**config.mk**
```make
export PLATFORM = sky130hd
export DESIGN_NAME = tssc_top
export DESIGN_NICKNAME = d
export VERILOG_FILES = /design/src/common/tssc_pkg.sv /design/src/hw/tssc_accum.sv /design/src/hw/tssc_top.sv
export SDC_FILE = /design/constraint.sdc
export NUM_CORES = 1
export LEC_CHECK = 0
export BUFFER_PORTS_ARGS = -buffer_cell sky130_fd_sc_hd__buf_2
export CORE_AREA = 2 2 137 139
export CTS_CLUSTER_SIZE = 10
export DETAILED_ROUTE_END_ITERATION = 8
export DIE_AREA = 0 0 139 141
export GPL_ROUTABILITY_DRIVEN = 0
export PLACE_DENSITY = 0.79
export SLEW_MARGIN = 20
export SYNTH_ARGS = -nofsm -noshare
export SYNTH_HDL_FRONTEND = slang
export SYNTH_HIERARCHICAL = 1
export SYNTH_SLANG_ARGS = --single-unit
```
**constraint.sdc**
```tcl
create_clock -name clk_in -period 5.8 [get_ports clk_in]
set_clock_uncertainty 0.1 [all_clocks]
set_input_delay 0.29 -clock clk_in [delete_from_list [all_inputs] [get_ports clk_in]]
set_output_delay 0.29 -clock clk_in [all_outputs]
set_load 0.005 [all_outputs]
```
**src/common/tssc_pkg.sv**
```systemverilog
// Constants shared by the standby touch sampling block.
package tssc_pkg;

   // ------------------------------------------------------------
   // Register offsets
   // ------------------------------------------------------------
   localparam logic [7:0] ADDR_NOISE_THRESHOLD   = 8'h38;
   localparam logic [7:0] ADDR_INPUT_ENABLE      = 8'h40;
   localparam logic [7:0] ADDR_SAMPLING_CONFIG   = 8'h41;
   localparam logic [7:0] ADDR_SENSITIVITY       = 8'h42;
   localparam logic [7:0] ADDR_STANDBY_THRESHOLD = 8'h43;
   localparam logic [7:0] ADDR_TOUCH_STATUS      = 8'h44;

   // ------------------------------------------------------------
   // Values after reset
   // ------------------------------------------------------------
   localparam logic [7:0] RESET_INPUT_ENABLE    = 8'h00;
   localparam logic [7:0] RESET_SAMPLING_CONFIG = 8'h39;
   localparam logic [2:0] RESET_SENSITIVITY     = 3'h2;
   localparam logic [6:0] RESET_THRESHOLD       = 7'h40;
   localparam logic [1:0] RESET_NOISE_SELECT    = 2'h1;

   // ------------------------------------------------------------
   // Field positions in the sampling configuration and sensitivity registers
   // ------------------------------------------------------------
   localparam int CFG_ACCUMULATE_BIT = 7;
   localparam int CFG_COUNT_LSB      = 4;
   localparam int CFG_DURATION_LSB   = 2;
   localparam int CFG_PERIOD_LSB     = 0;
   localparam int SENSE_LSB          = 0;

   // ------------------------------------------------------------
   // Timing: a 5 us tick drives every slow count
   // ------------------------------------------------------------
   localparam int CLOCK_KHZ          = 40000;
   localparam int TICK_NS            = 5000;
   localparam int TICK_CYCLES        = TICK_NS * CLOCK_KHZ / 1000000;
   localparam int SAMPLE_UNIT_US     = 320;
   localparam int CYCLE_UNIT_MS      = 35;
   localparam logic [9:0] SAMPLE_UNIT_TICKS =
      10'(SAMPLE_UNIT_US * 1000 / TICK_NS);
   localparam logic [23:0] CYCLE_UNIT_TICKS =
      24'(CYCLE_UNIT_MS * 1000000 / TICK_NS);

   // ------------------------------------------------------------
   // Sequencer states
   // ------------------------------------------------------------
   typedef enum logic [1:0] {
      ST_IDLE,
      ST_SCAN,
      ST_SAMPLE,
      ST_FINISH
   } tssc_state_t;

endpackage : tssc_pkg

```
**src/hw/tssc_accum.sv**
```systemverilog
// Sample accumulator with average or sum and sensitivity scaling.
`timescale 1ns/1ps
module tssc_accum
   import tssc_pkg::*;
#(
   parameter int SAMPLE_W = 16
) (
   // Clock and reset
   input  wire logic                clk_in,
   input  wire logic                reset_in,
   // Accumulation control
   input  wire logic                clear_in,
   input  wire logic                add_in,
   input  wire logic [SAMPLE_W-1:0] value_in,
   // Mode settings
   input  wire logic [2:0]          count_code_in,
   input  wire logic                sum_mode_in,
   input  wire logic [2:0]          gain_code_in,
   // Scaled delta count
   output logic      [7:0]          delta_out
);

   localparam int SUM_W = SAMPLE_W + 7;

   logic [SUM_W-1:0] sum;
   logic [SUM_W-1:0] average;
   logic [SUM_W-1:0] chosen;
   logic [SUM_W:0]   doubled;
   logic [SUM_W:0]   scaled;

   // ------------------------------------------------------------
   // Running sum
   // ------------------------------------------------------------
   // Room for 128 full-scale samples, so the sum never wraps.
   always_ff @(posedge clk_in) begin
      if (reset_in || clear_in) begin
         sum <= '0;
      end else if (add_in) begin
         sum <= sum + SUM_W'(value_in);
      end
   end

   // ------------------------------------------------------------
   // Average or sum, then gain
   // ------------------------------------------------------------
   // Count is a power of two, so the average is a plain shift.
   assign average = sum >> count_code_in;
   assign chosen  = sum_mode_in ? sum : average;
   // One raw count is two delta units at 128x, halving per step.
   assign doubled = {chosen, 1'b0};
   assign scaled  = doubled >> gain_code_in;
   // Saturate: a big sum in accumulate mode pins at full scale.
   assign delta_out = (|scaled[SUM_W:8]) ? 8'hFF : scaled[7:0];

endmodule : tssc_accum

```
**src/hw/tssc_top.sv**
```systemverilog
// Standby touch sampling configuration and sequencer.
`timescale 1ns/1ps
module tssc_top
   import tssc_pkg::*;
#(
   parameter int SAMPLE_W    = 16,
   parameter int TICK_PERIOD = TICK_CYCLES
) (
   // Clock and reset
   input  wire logic                clk_in,
   input  wire logic                reset_in,
   // Register port
   input  wire logic [7:0]          reg_addr_in,
   input  wire logic                reg_wr_in,
   input  wire logic [7:0]          reg_wdata_in,
   input  wire logic                reg_rd_in,
   output logic      [7:0]          reg_rdata_out,
   // Power state
   input  wire logic                standby_en_in,
   output logic                     low_power_out,
   // Analog front end
   input  wire logic [SAMPLE_W-1:0] sample_delta_in,
   output logic                     sample_active_out,
   output logic      [2:0]          sample_input_out,
   // Results
   output logic                     result_valid_out,
   output logic      [2:0]          result_input_out,
   output logic      [7:0]          result_delta_out,
   output logic      [7:0]          touch_status_out,
   output logic      [7:0]          noise_flag_out
);

   // ------------------------------------------------------------
   // Registers
   // ------------------------------------------------------------
   logic [7:0] input_enable;
   logic [7:0] sampling_config;
   logic [2:0] standby_gain_select;
   logic [6:0] standby_threshold;
   logic [1:0] noise_threshold_select;

   logic accumulate_mode;
   logic [2:0] standby_sample_count;
   logic [1:0] standby_sample_duration;
   logic [1:0] standby_cycle_period;

   // Field split of the configuration register.
   assign accumulate_mode         = sampling_config[CFG_ACCUMULATE_BIT];
   assign standby_sample_count    = sampling_config[CFG_COUNT_LSB+:3];
   assign standby_sample_duration = sampling_config[CFG_DURATION_LSB+:2];
   assign standby_cycle_period    = sampling_config[CFG_PERIOD_LSB+:2];

   // Write strobes decoded from the address.
   logic wr_enable;
   logic wr_config;
   logic wr_gain;
   logic wr_thresh;
   logic wr_noise;
   assign wr_enable = reg_wr_in && (reg_addr_in == ADDR_INPUT_ENABLE);
   assign wr_config = reg_wr_in && (reg_addr_in == ADDR_SAMPLING_CONFIG);
   assign wr_gain   = reg_wr_in && (reg_addr_in == ADDR_SENSITIVITY);
   assign wr_thresh = reg_wr_in && (reg_addr_in == ADDR_STANDBY_THRESHOLD);
   assign wr_noise  = reg_wr_in && (reg_addr_in == ADDR_NOISE_THRESHOLD);

   // Register writes; only the defined bits are stored.
   always_ff @(posedge clk_in) begin
      if (reset_in) begin
         input_enable           <= RESET_INPUT_ENABLE;
         sampling_config        <= RESET_SAMPLING_CONFIG;
         standby_gain_select    <= RESET_SENSITIVITY;
         standby_threshold      <= RESET_THRESHOLD;
         noise_threshold_select <= RESET_NOISE_SELECT;
      end else begin
         if (wr_enable) input_enable <= reg_wdata_in;
         if (wr_config) sampling_config <= reg_wdata_in;
         if (wr_gain) standby_gain_select <= reg_wdata_in[SENSE_LSB+:3];
         if (wr_thresh) standby_threshold <= reg_wdata_in[6:0];
         if (wr_noise) noise_threshold_select <= reg_wdata_in[1:0];
      end
   end

   // Read selection; unmapped offsets read zero.
   logic [7:0] read_mux;
   assign read_mux =
      (reg_addr_in == ADDR_INPUT_ENABLE)      ? input_enable :
      (reg_addr_in == ADDR_SAMPLING_CONFIG)   ? sampling_config :
      (reg_addr_in == ADDR_SENSITIVITY)       ? {5'h00, standby_gain_select} :
      (reg_addr_in == ADDR_STANDBY_THRESHOLD) ? {1'b0, standby_threshold} :
      (reg_addr_in == ADDR_NOISE_THRESHOLD)   ?
         {6'h00, noise_threshold_select} :
      (reg_addr_in == ADDR_TOUCH_STATUS)      ? touch_status_out :
      8'h00;

   // Read data is captured one cycle after the read strobe.
   always_ff @(posedge clk_in) begin
      if (reset_in) begin
         reg_rdata_out <= 8'h00;
      end else if (reg_rd_in) begin
         reg_rdata_out <= read_mux;
      end
   end

   // ------------------------------------------------------------
   // Tick divider
   // ------------------------------------------------------------
   logic [15:0] div_cnt;
   logic        tick;
   assign tick = (div_cnt == 16'(TICK_PERIOD - 1));

   always_ff @(posedge clk_in) begin
      if (reset_in || tick) begin
         div_cnt <= 16'h0000;
      end else begin
         div_cnt <= div_cnt + 16'h0001;
      end
   end

   // ------------------------------------------------------------
   // Timing decode
   // ------------------------------------------------------------
   logic [9:0]  sample_ticks;
   logic [23:0] cycle_ticks;
   logic [7:0]  sample_total;
   assign sample_ticks = SAMPLE_UNIT_TICKS << standby_sample_duration;
   assign cycle_ticks  = CYCLE_UNIT_TICKS * {22'h000000,
                         standby_cycle_period} + CYCLE_UNIT_TICKS;
   assign sample_total = 8'h01 << standby_sample_count;

   // ------------------------------------------------------------
   // Sequencer
   // ------------------------------------------------------------
   tssc_state_t state;
   logic [2:0]  idx;
   logic [9:0]  win_cnt;
   logic [7:0]  samp_cnt;
   logic [23:0] cyc_cnt;

   logic win_last;
   logic samp_last;
   logic add_sample;
   logic cycle_due;
   logic last_input;
   assign win_last   = tick && (win_cnt == sample_ticks - 10'h001);
   assign samp_last  = (samp_cnt == sample_total - 8'h01);
   assign add_sample = (state == ST_SAMPLE) && win_last;
   // A cycle that outlasted its period restarts at once.
   assign cycle_due  = (cyc_cnt >= cycle_ticks);
   assign last_input = (idx == 3'h7);

   // Cycle timer counts ticks since the cycle started, saturating.
   always_ff @(posedge clk_in) begin
      if (reset_in) begin
         cyc_cnt <= 24'hFFFFFF;
      end else if (state == ST_IDLE && standby_en_in && cycle_due) begin
         cyc_cnt <= 24'h000000;
      end else if (tick && cyc_cnt != 24'hFFFFFF) begin
         cyc_cnt <= cyc_cnt + 24'h000001;
      end
   end

   // Main sequence: scan inputs, sample each enabled one back to back, then idle.
   always_ff @(posedge clk_in) begin
      if (reset_in) begin
         state    <= ST_IDLE;
         idx      <= 3'h0;
         win_cnt  <= 10'h000;
         samp_cnt <= 8'h00;
      end else begin
         unique case (state)
            ST_IDLE: begin
               if (standby_en_in && cycle_due) begin
                  idx   <= 3'h0;
                  state <= ST_SCAN;
               end
            end
            ST_SCAN: begin
               win_cnt  <= 10'h000;
               samp_cnt <= 8'h00;
               if (input_enable[idx]) begin
                  state <= ST_SAMPLE;
               end else if (last_input) begin
                  state <= ST_IDLE;
               end else begin
                  idx <= idx + 3'h1;
               end
            end
            ST_SAMPLE: begin
               if (win_last) begin
                  win_cnt <= 10'h000;
                  if (samp_last) begin
                     state <= ST_FINISH;
                  end else begin
                     samp_cnt <= samp_cnt + 8'h01;
                  end
               end else if (tick) begin
                  win_cnt <= win_cnt + 10'h001;
               end
            end
            ST_FINISH: begin
               if (last_input) begin
                  state <= ST_IDLE;
               end else begin
                  idx   <= idx + 3'h1;
                  state <= ST_SCAN;
               end
            end
         endcase
      end
   end

   // ------------------------------------------------------------
   // Accumulation and classification
   // ------------------------------------------------------------
   logic [7:0] delta;
   logic [9:0] noise_product;
   logic [7:0] noise_level;
   logic       is_touch;
   logic       is_noise;

   tssc_accum #(
      .SAMPLE_W (SAMPLE_W)
   ) u_accum (
      .clk_in        (clk_in),
      .reset_in      (reset_in),
      .clear_in      (state == ST_SCAN),
      .add_in        (add_sample),
      .value_in      (sample_delta_in),
      .count_code_in (standby_sample_count),
      .sum_mode_in   (accumulate_mode),
      .gain_code_in  (standby_gain_select),
      .delta_out     (delta)
   );

   // Noise level is 25 to 62.5 percent of the touch threshold.
   assign noise_product = {3'h0, standby_threshold} *
                          {8'h00, noise_threshold_select + 2'h0} +
                          {2'h0, standby_threshold, 1'b0};
   assign noise_level = {3'h0, noise_product[9:5]} +
                        {1'b0, noise_product[9:3]} - {3'h0, noise_product[9:5]};
   assign is_touch = (delta > {1'b0, standby_threshold});
   assign is_noise = !is_touch && (delta > noise_level);

   // Result strobe, plus result data and per-input status held until the next measurement.
   always_ff @(posedge clk_in) begin
      if (reset_in) begin
         result_valid_out  <= 1'b0;
         result_input_out  <= 3'h0;
         result_delta_out  <= 8'h00;
         touch_status_out  <= 8'h00;
         noise_flag_out    <= 8'h00;
         sample_active_out <= 1'b0;
         sample_input_out  <= 3'h0;
         low_power_out     <= 1'b0;
      end else begin
         result_valid_out  <= (state == ST_FINISH);
         sample_active_out <= (state == ST_SAMPLE) && !(win_last && samp_last);
         sample_input_out  <= idx;
         low_power_out     <= (state == ST_IDLE) &&
                              !(standby_en_in && cycle_due);
         if (state == ST_FINISH) begin
            result_input_out      <= idx;
            result_delta_out      <= delta;
            touch_status_out[idx] <= is_touch;
            noise_flag_out[idx]   <= is_noise;
         end
      end
   end

endmodule : tssc_top

```
---- After elaboration in Yosys (flattened, before gate mapping) ----
Cells that the tools add are included.
word-level totals
  register bits after elaboration ......... 155
  bits in latches ......................... 0
  bits in writable memories ............... 0
  bits in read-only memories .............. 0
  output and inout port bits .............. 41
  word-level logic and storage cells ...... 128
  memories kept ........................... 0
operators by class
  add/sub/neg operators ................... 12
  multiply operators ...................... 2
  divide/modulo/power cells ............... 0
  magnitude comparators ................... 5
  equality and inequality tests ........... 21
  shifts and indexed selects .............. 4
  multiplexer cells ....................... 33
  bitwise operators ....................... 0
  reduce and logical (&&, ||, !) cells .... 30
operators by type and width
  cell                                                                    number
  8-bit two-way mux                                                       9
  24-bit two-way mux                                                      2
  8-bit by 7-bit equality test with 1-bit output, second input constant   5
  24-bit by 1-bit adder with 24-bit output, second input constant         1
  24-bit by 16-bit greater-or-equal comparator with 1-bit output          1
  24-bit inequality test, second input constant                           1
  24-bit by 3-bit >> shifter with 24-bit output                           1
  23-bit by 16-bit adder with 23-bit output                               1
  23-bit two-way mux                                                      1
  23-bit by 3-bit >> shifter with 23-bit output                           1
  10-bit two-way mux                                                      2
  10-bit one-hot mux with 2 select lines                                  1
  15-bit by 13-bit adder with 16-bit output, second input constant        1
  16-bit by 1-bit adder with 16-bit output, second input constant         1
  8-bit bitwise mux                                                       2
  16-bit by 8-bit equality test with 1-bit output, second input constant  1
  1-bit logical AND                                                       16
  8-bit one-hot mux with 2 select lines                                   1
  16-bit OR reduction                                                     1
  10-bit by 2-bit multiplier with 12-bit output, first input constant     1
  10-bit by 1-bit adder with 10-bit output, second input constant         1
  9-bit by 8-bit adder with 10-bit output                                 1
  10-bit equality test                                                    1
  2-bit two-way mux                                                       5
  35 further kinds                                                        49

---- Depth between registers and ports, before layout ----
  depth after elaboration ................. 9
  gate-level depth with buffers ........... 25
  gate-level depth less buffers ........... 23

---- Cells and area by module ----
The synthesis kept the hierarchy.
modules (own cells, without submodules)
  module      times used  cells an instance  area an instance (µm²)
  tssc_top    1           880                7805.0
  tssc_accum  1           357                2956.6

---- Least setup slack after synthesis ----
No wires, ideal clock.
  kind .................................... register -> register
  from .................................... reg noise_threshold_select[1]
  to ...................................... reg noise_flag_out[0]
  library setup time ...................... 0.075 ns
  arrival ................................. 4.637 ns
  required time ........................... 5.625 ns
  slack ................................... 0.988 ns
  cell stages (with the launch flop) ...... 25
  buffers on the path ..................... 2
  clock period less this slack ............ 4.812 ns
  path through ............................ dfxtp_1 > clkbuf_1 > nand2_1 > fa_1 > inv_1 > ha_1 > nand2_1 > o21ba_2 > o21ai_0 > nand2_1 > and2_1 > clkbuf_1 > ha_1 > xnor2_1 > ha_1 > o21ai_0 > nand2b_1 > nand2_1 > o21ai_0 > xnor2_1 > ha_1 > nand4_1 > a2111oi_0 > o21bai_1 > o21ai_0
between the ends
  cells in the longest elaborated chain, start to end .. 7
ends and longest elaborated chain
  item                                           RTL line         text
  from (decl)                                    tssc_top.sv:40   logic [1:0] noise_threshold_select;
  from (signal assigned)                         tssc_top.sv:78   if (wr_noise) noise_threshold_select <= reg_wdata_in[1:0];
  7-bit by 2-bit multiplier with 9-bit output *  tssc_top.sv:235  assign noise_product = {3'h0, standby_threshold} *
  9-bit by 8-bit adder with 10-bit output *      tssc_top.sv:236  {8'h00, noise_threshold_select + 2'h0} +
  5-bit by 7-bit adder with 8-bit output         tssc_top.sv:238  assign noise_level = {3'h0, noise_product[9:5]} +
  8-bit by 5-bit subtractor with 8-bit output *  tssc_top.sv:239  {1'b0, noise_product[9:3]} - {3'h0, noise_product[9:5]};
  8-bit greater-than comparator *                tssc_top.sv:241  assign is_noise = !is_touch && (delta > noise_level);
  1-bit logical AND *                            tssc_top.sv:241
  8-bit bitwise mux *                            tssc_top.sv:264  noise_flag_out[idx] <= is_noise;
  to (signal, indexed assignment)                tssc_top.sv:264
  to (decl)                                      tssc_top.sv:30   output logic [7:0] noise_flag_out
Every way passes the cells marked *; elsewhere a longest branch is shown, timed or not.
A chain may end at the register's enable or synchronous reset.

---- Worst setup path in the final report ----
  from .................................... reg noise_threshold_select[1]
  to ...................................... reg noise_flag_out[3]
Same word-level chain as after synthesis.

==> metrics.csv <==
metric;value;unit
status;completed;
DR WL/cell;16.6;um
Die X;139;um
Final nets;1393;
Synth-to-Final Area Change;9.58;%
slowest CP cell;dfxtp_1;
die area;0.0196;mm2
fin area;0.0118;mm2
Worst-path clk slew;60;ps
Post-Syn Instances;1237;
worst path cell trace;nand2_1 -> fa_1 -> inv_1 -> ha_1 -> nand2_1 -> o21ba_2 -> o21ai_0 -> a21oi_1 -> xnor2_1 -> ha_1 -> xnor2_1 -> ha_1 -> o21ai_0 -> nand2b_1 -> nand2_1 -> o21ai_0 -> xnor2_1 -> ha_1 -> nand4_1 -> a2111oi_1 -> o21bai_2 -> mux2i_1;
Critical Path End Type;register;
hold_sp;reg_wdata_in[7];
instance count on the critical path;22;
Reg2Reg Depth;22;
Hold WS;27.7;ps
Final min period;5210;ps
CP Launch Type;register;
worst-skew pair later-pin latency;430;ps
1st-pass router iterations;7;
CTS Buf Count;17;
Synth Register Bits;155;
largest net degree at the start of global routing;76;
Crit path required time;6050;ps
Global Route Usage Sum;0.260;
Layout fillers;1539;
Setup-failing EPs final;0;
setup TNS;0;ps
Bufs and invs on worst path;1;
Via Count;9396;
clock sink total;155;
initial antenna violation count;0;
Syn Std Cell Area;0.0108;mm2
Placement Cell Area;0.0112;mm2
synth unique cells;92;
synth cell count leaders;dfxtp_1, nor2_1, nand2_1;
Hold Crit Class;primary input to register;
hold path cells;3;
grt ovf;0;
top-count cell post-synth;dfxtp_1;
DRC;0;
Lkg Pwr;5.04;nW
R2R Setup Slk;590;ps
final slew viol count;0;
final period utilization;0.899;
worst slew pin tran;964;ps
pre-CTS setup slack;420;ps
CP peak stage delay;570;ps
Initial Util;0.589;
DP HPWL;18.4;mm
post-synth top area share;0.288;
die extent in y;141;um
Max Root-Sink Buffers;2;
Worst Hold End;input_enable[7];
Top Family by Delay on Critical Path;adder cells;
First DRT Iteration DRCs;677;
port bufs;77;
CP arrival;5460;ps
CTS root buffer;clkbuf_16;
top cells by area, synth;dfxtp_1, ha_1, nor2_1;
CP Max Fanout;13;
CTS tree;done;
post-route ant nets;0;
syn avg cell area;8.70;um2
row cnt;50;
Yosys warnings;6;
r2r endpoint;noise_flag_out[3];
RSZ-0062 raised after global routing;no;
routed vias/inst;6.16;
H-tree levels;4;
largest area contributor in the netlist;dfxtp_1;
Rel. slew slack;0.357;
Inserted Diodes;0;
Core Box Area;0.0183;mm2
max_cap viols;0;
CP Class;register to register;
ys async rst share;0;
Critical Path Most Common Cell;ha_1;
post-route setup slack;587;ps
main flop type after synthesis;dfxtp_1;
register area share after synthesis;0.288;
vias in the first global route;8786;
IO Pins;78;
worst ir drop on vdd;155;uV
RR Startpoint;noise_threshold_select[1];
Post-CTS Setup Inserts;0;
WL final;25.3;mm
Post-synth EDFFs;0;
final hold violation count;0;
pwr dens;204;mW/mm2
syn nets;1352;
layout cell share with drive strength beyond 1;0.133;
Fmax;0.192;GHz
global-route wire length before repair;42.6;mm
-- cells by family after synthesis --
logic type                 synth area share
adders and majority gates            0.0963
muxes                                 0.101
and+or+nand+nor                       0.221
buffers and inverters                0.0446
DFF                                   0.288
AOI/OAI and AO/OA                     0.192
xor gates and xnor gates             0.0562
-- cells in the final DEF, fill, tap and decap left out, types with 8 or more instances in the layout --
cell type  netlist  routed
a21o_1          18      18
o21ai_0         40      40
inv_1           52      52
o211ai_1         8       8
dfxtp_1        155     155
and4_1          10      10
a22oi_1          9       9
or3_1           10      10
nand2_1         90      90
and2_1          10      10
nand4_1         24      24
nor2b_1         25      25
and3_1          23      23
buf_4            3       8
or2_2            9       9
o22ai_1         14      14
mux4_1          12      12
xnor2_1         41      41
a211o_1         16      16
fa_1             8       8
a211oi_1        16      16
a31oi_1          9       9
mux2_2          11      11
or4_1            9       9
o21a_1          27      27
nor2_1         123     123
mux2i_1         45      45
mux4_2           9       9
nand2b_1        23      23
a21oi_1         72      72
buf_2            8      76
ha_1            70      70
nor3_1          17      17
nand3_1         33      33
clkbuf_16        0      17
xor2_1          28      28
-- worst max path at each step --
stage | start | end
floorplan | noise_threshold_select[1] | noise_flag_out[0]
global placement | noise_threshold_select[1] | noise_flag_out[0]
detailed placement | noise_threshold_select[1] | noise_flag_out[0]
CTS | noise_threshold_select[1] | noise_flag_out[3]
global route | noise_threshold_select[1] | noise_flag_out[1]
finish | noise_threshold_select[1] | noise_flag_out[3]
-- flip-flops by register name, indices dropped and copies added (netlist names), 10 cells and up, named ones only --
signal / flops
u_accum/sum: 23
win_cnt: 10
cyc_cnt: 24
div_cnt: 16
-- routing by layer --
metal	GRT usage	vias up	wire length, um
met5	0	-	0
met4	0.0845	0	424
met3	0.0333	36	1150
met2	0.427	253	11700
met1	0.357	4489	12000
li1	-	4618	-
-- power breakdown --
group | switching, W | internal, W | leakage, nW
sequential | 0.0000346 | 0.00109 | 1.26
clock | 0.000480 | 0.000612 | 0.271
combinational | 0.000107 | 0.0000804 | 3.51
total | 0.000621 | 0.00178 | 5.04
-- final cells by class --
class | count | area [um2] | area share
Clock buffer | 19 | 443 | 0.0376
Inverter | 53 | 199 | 0.0169
Timing Repair Buffer | 84 | 440 | 0.0373
Clock inverter | 13 | 131 | 0.0111
Multi-Input combinational cell | 967 | 7180 | 0.609
Sequential cell | 155 | 3100 | 0.263
Tap cell | 234 | 293 | 0.0248
-- stage by stage --
step	total power, W	cells	util
finish	0.00240	1525	0.646
detailed placement	0.00133	1493	0.614
floorplan	0.00128	1237	-
global route	0.00248	1525	0.646
global placement	0.00133	1493	0.614
CTS	0.00242	1525	0.645
-- worst min-delay path: cells and delay by family --
family	cells	cell delay [ps]
buffers and inverters	1	90
AND/OR/NAND/NOR	1	80
multiplexers	1	60
-- repair_timing --
item | 4_1_cts | 5_1_grt
hold buffers | 0 | 0
endpoints found under the setup margin | 0 | 8
gates resized for setup | 0 | 2
No activity file was read; power rests on OpenSTA's default activity.
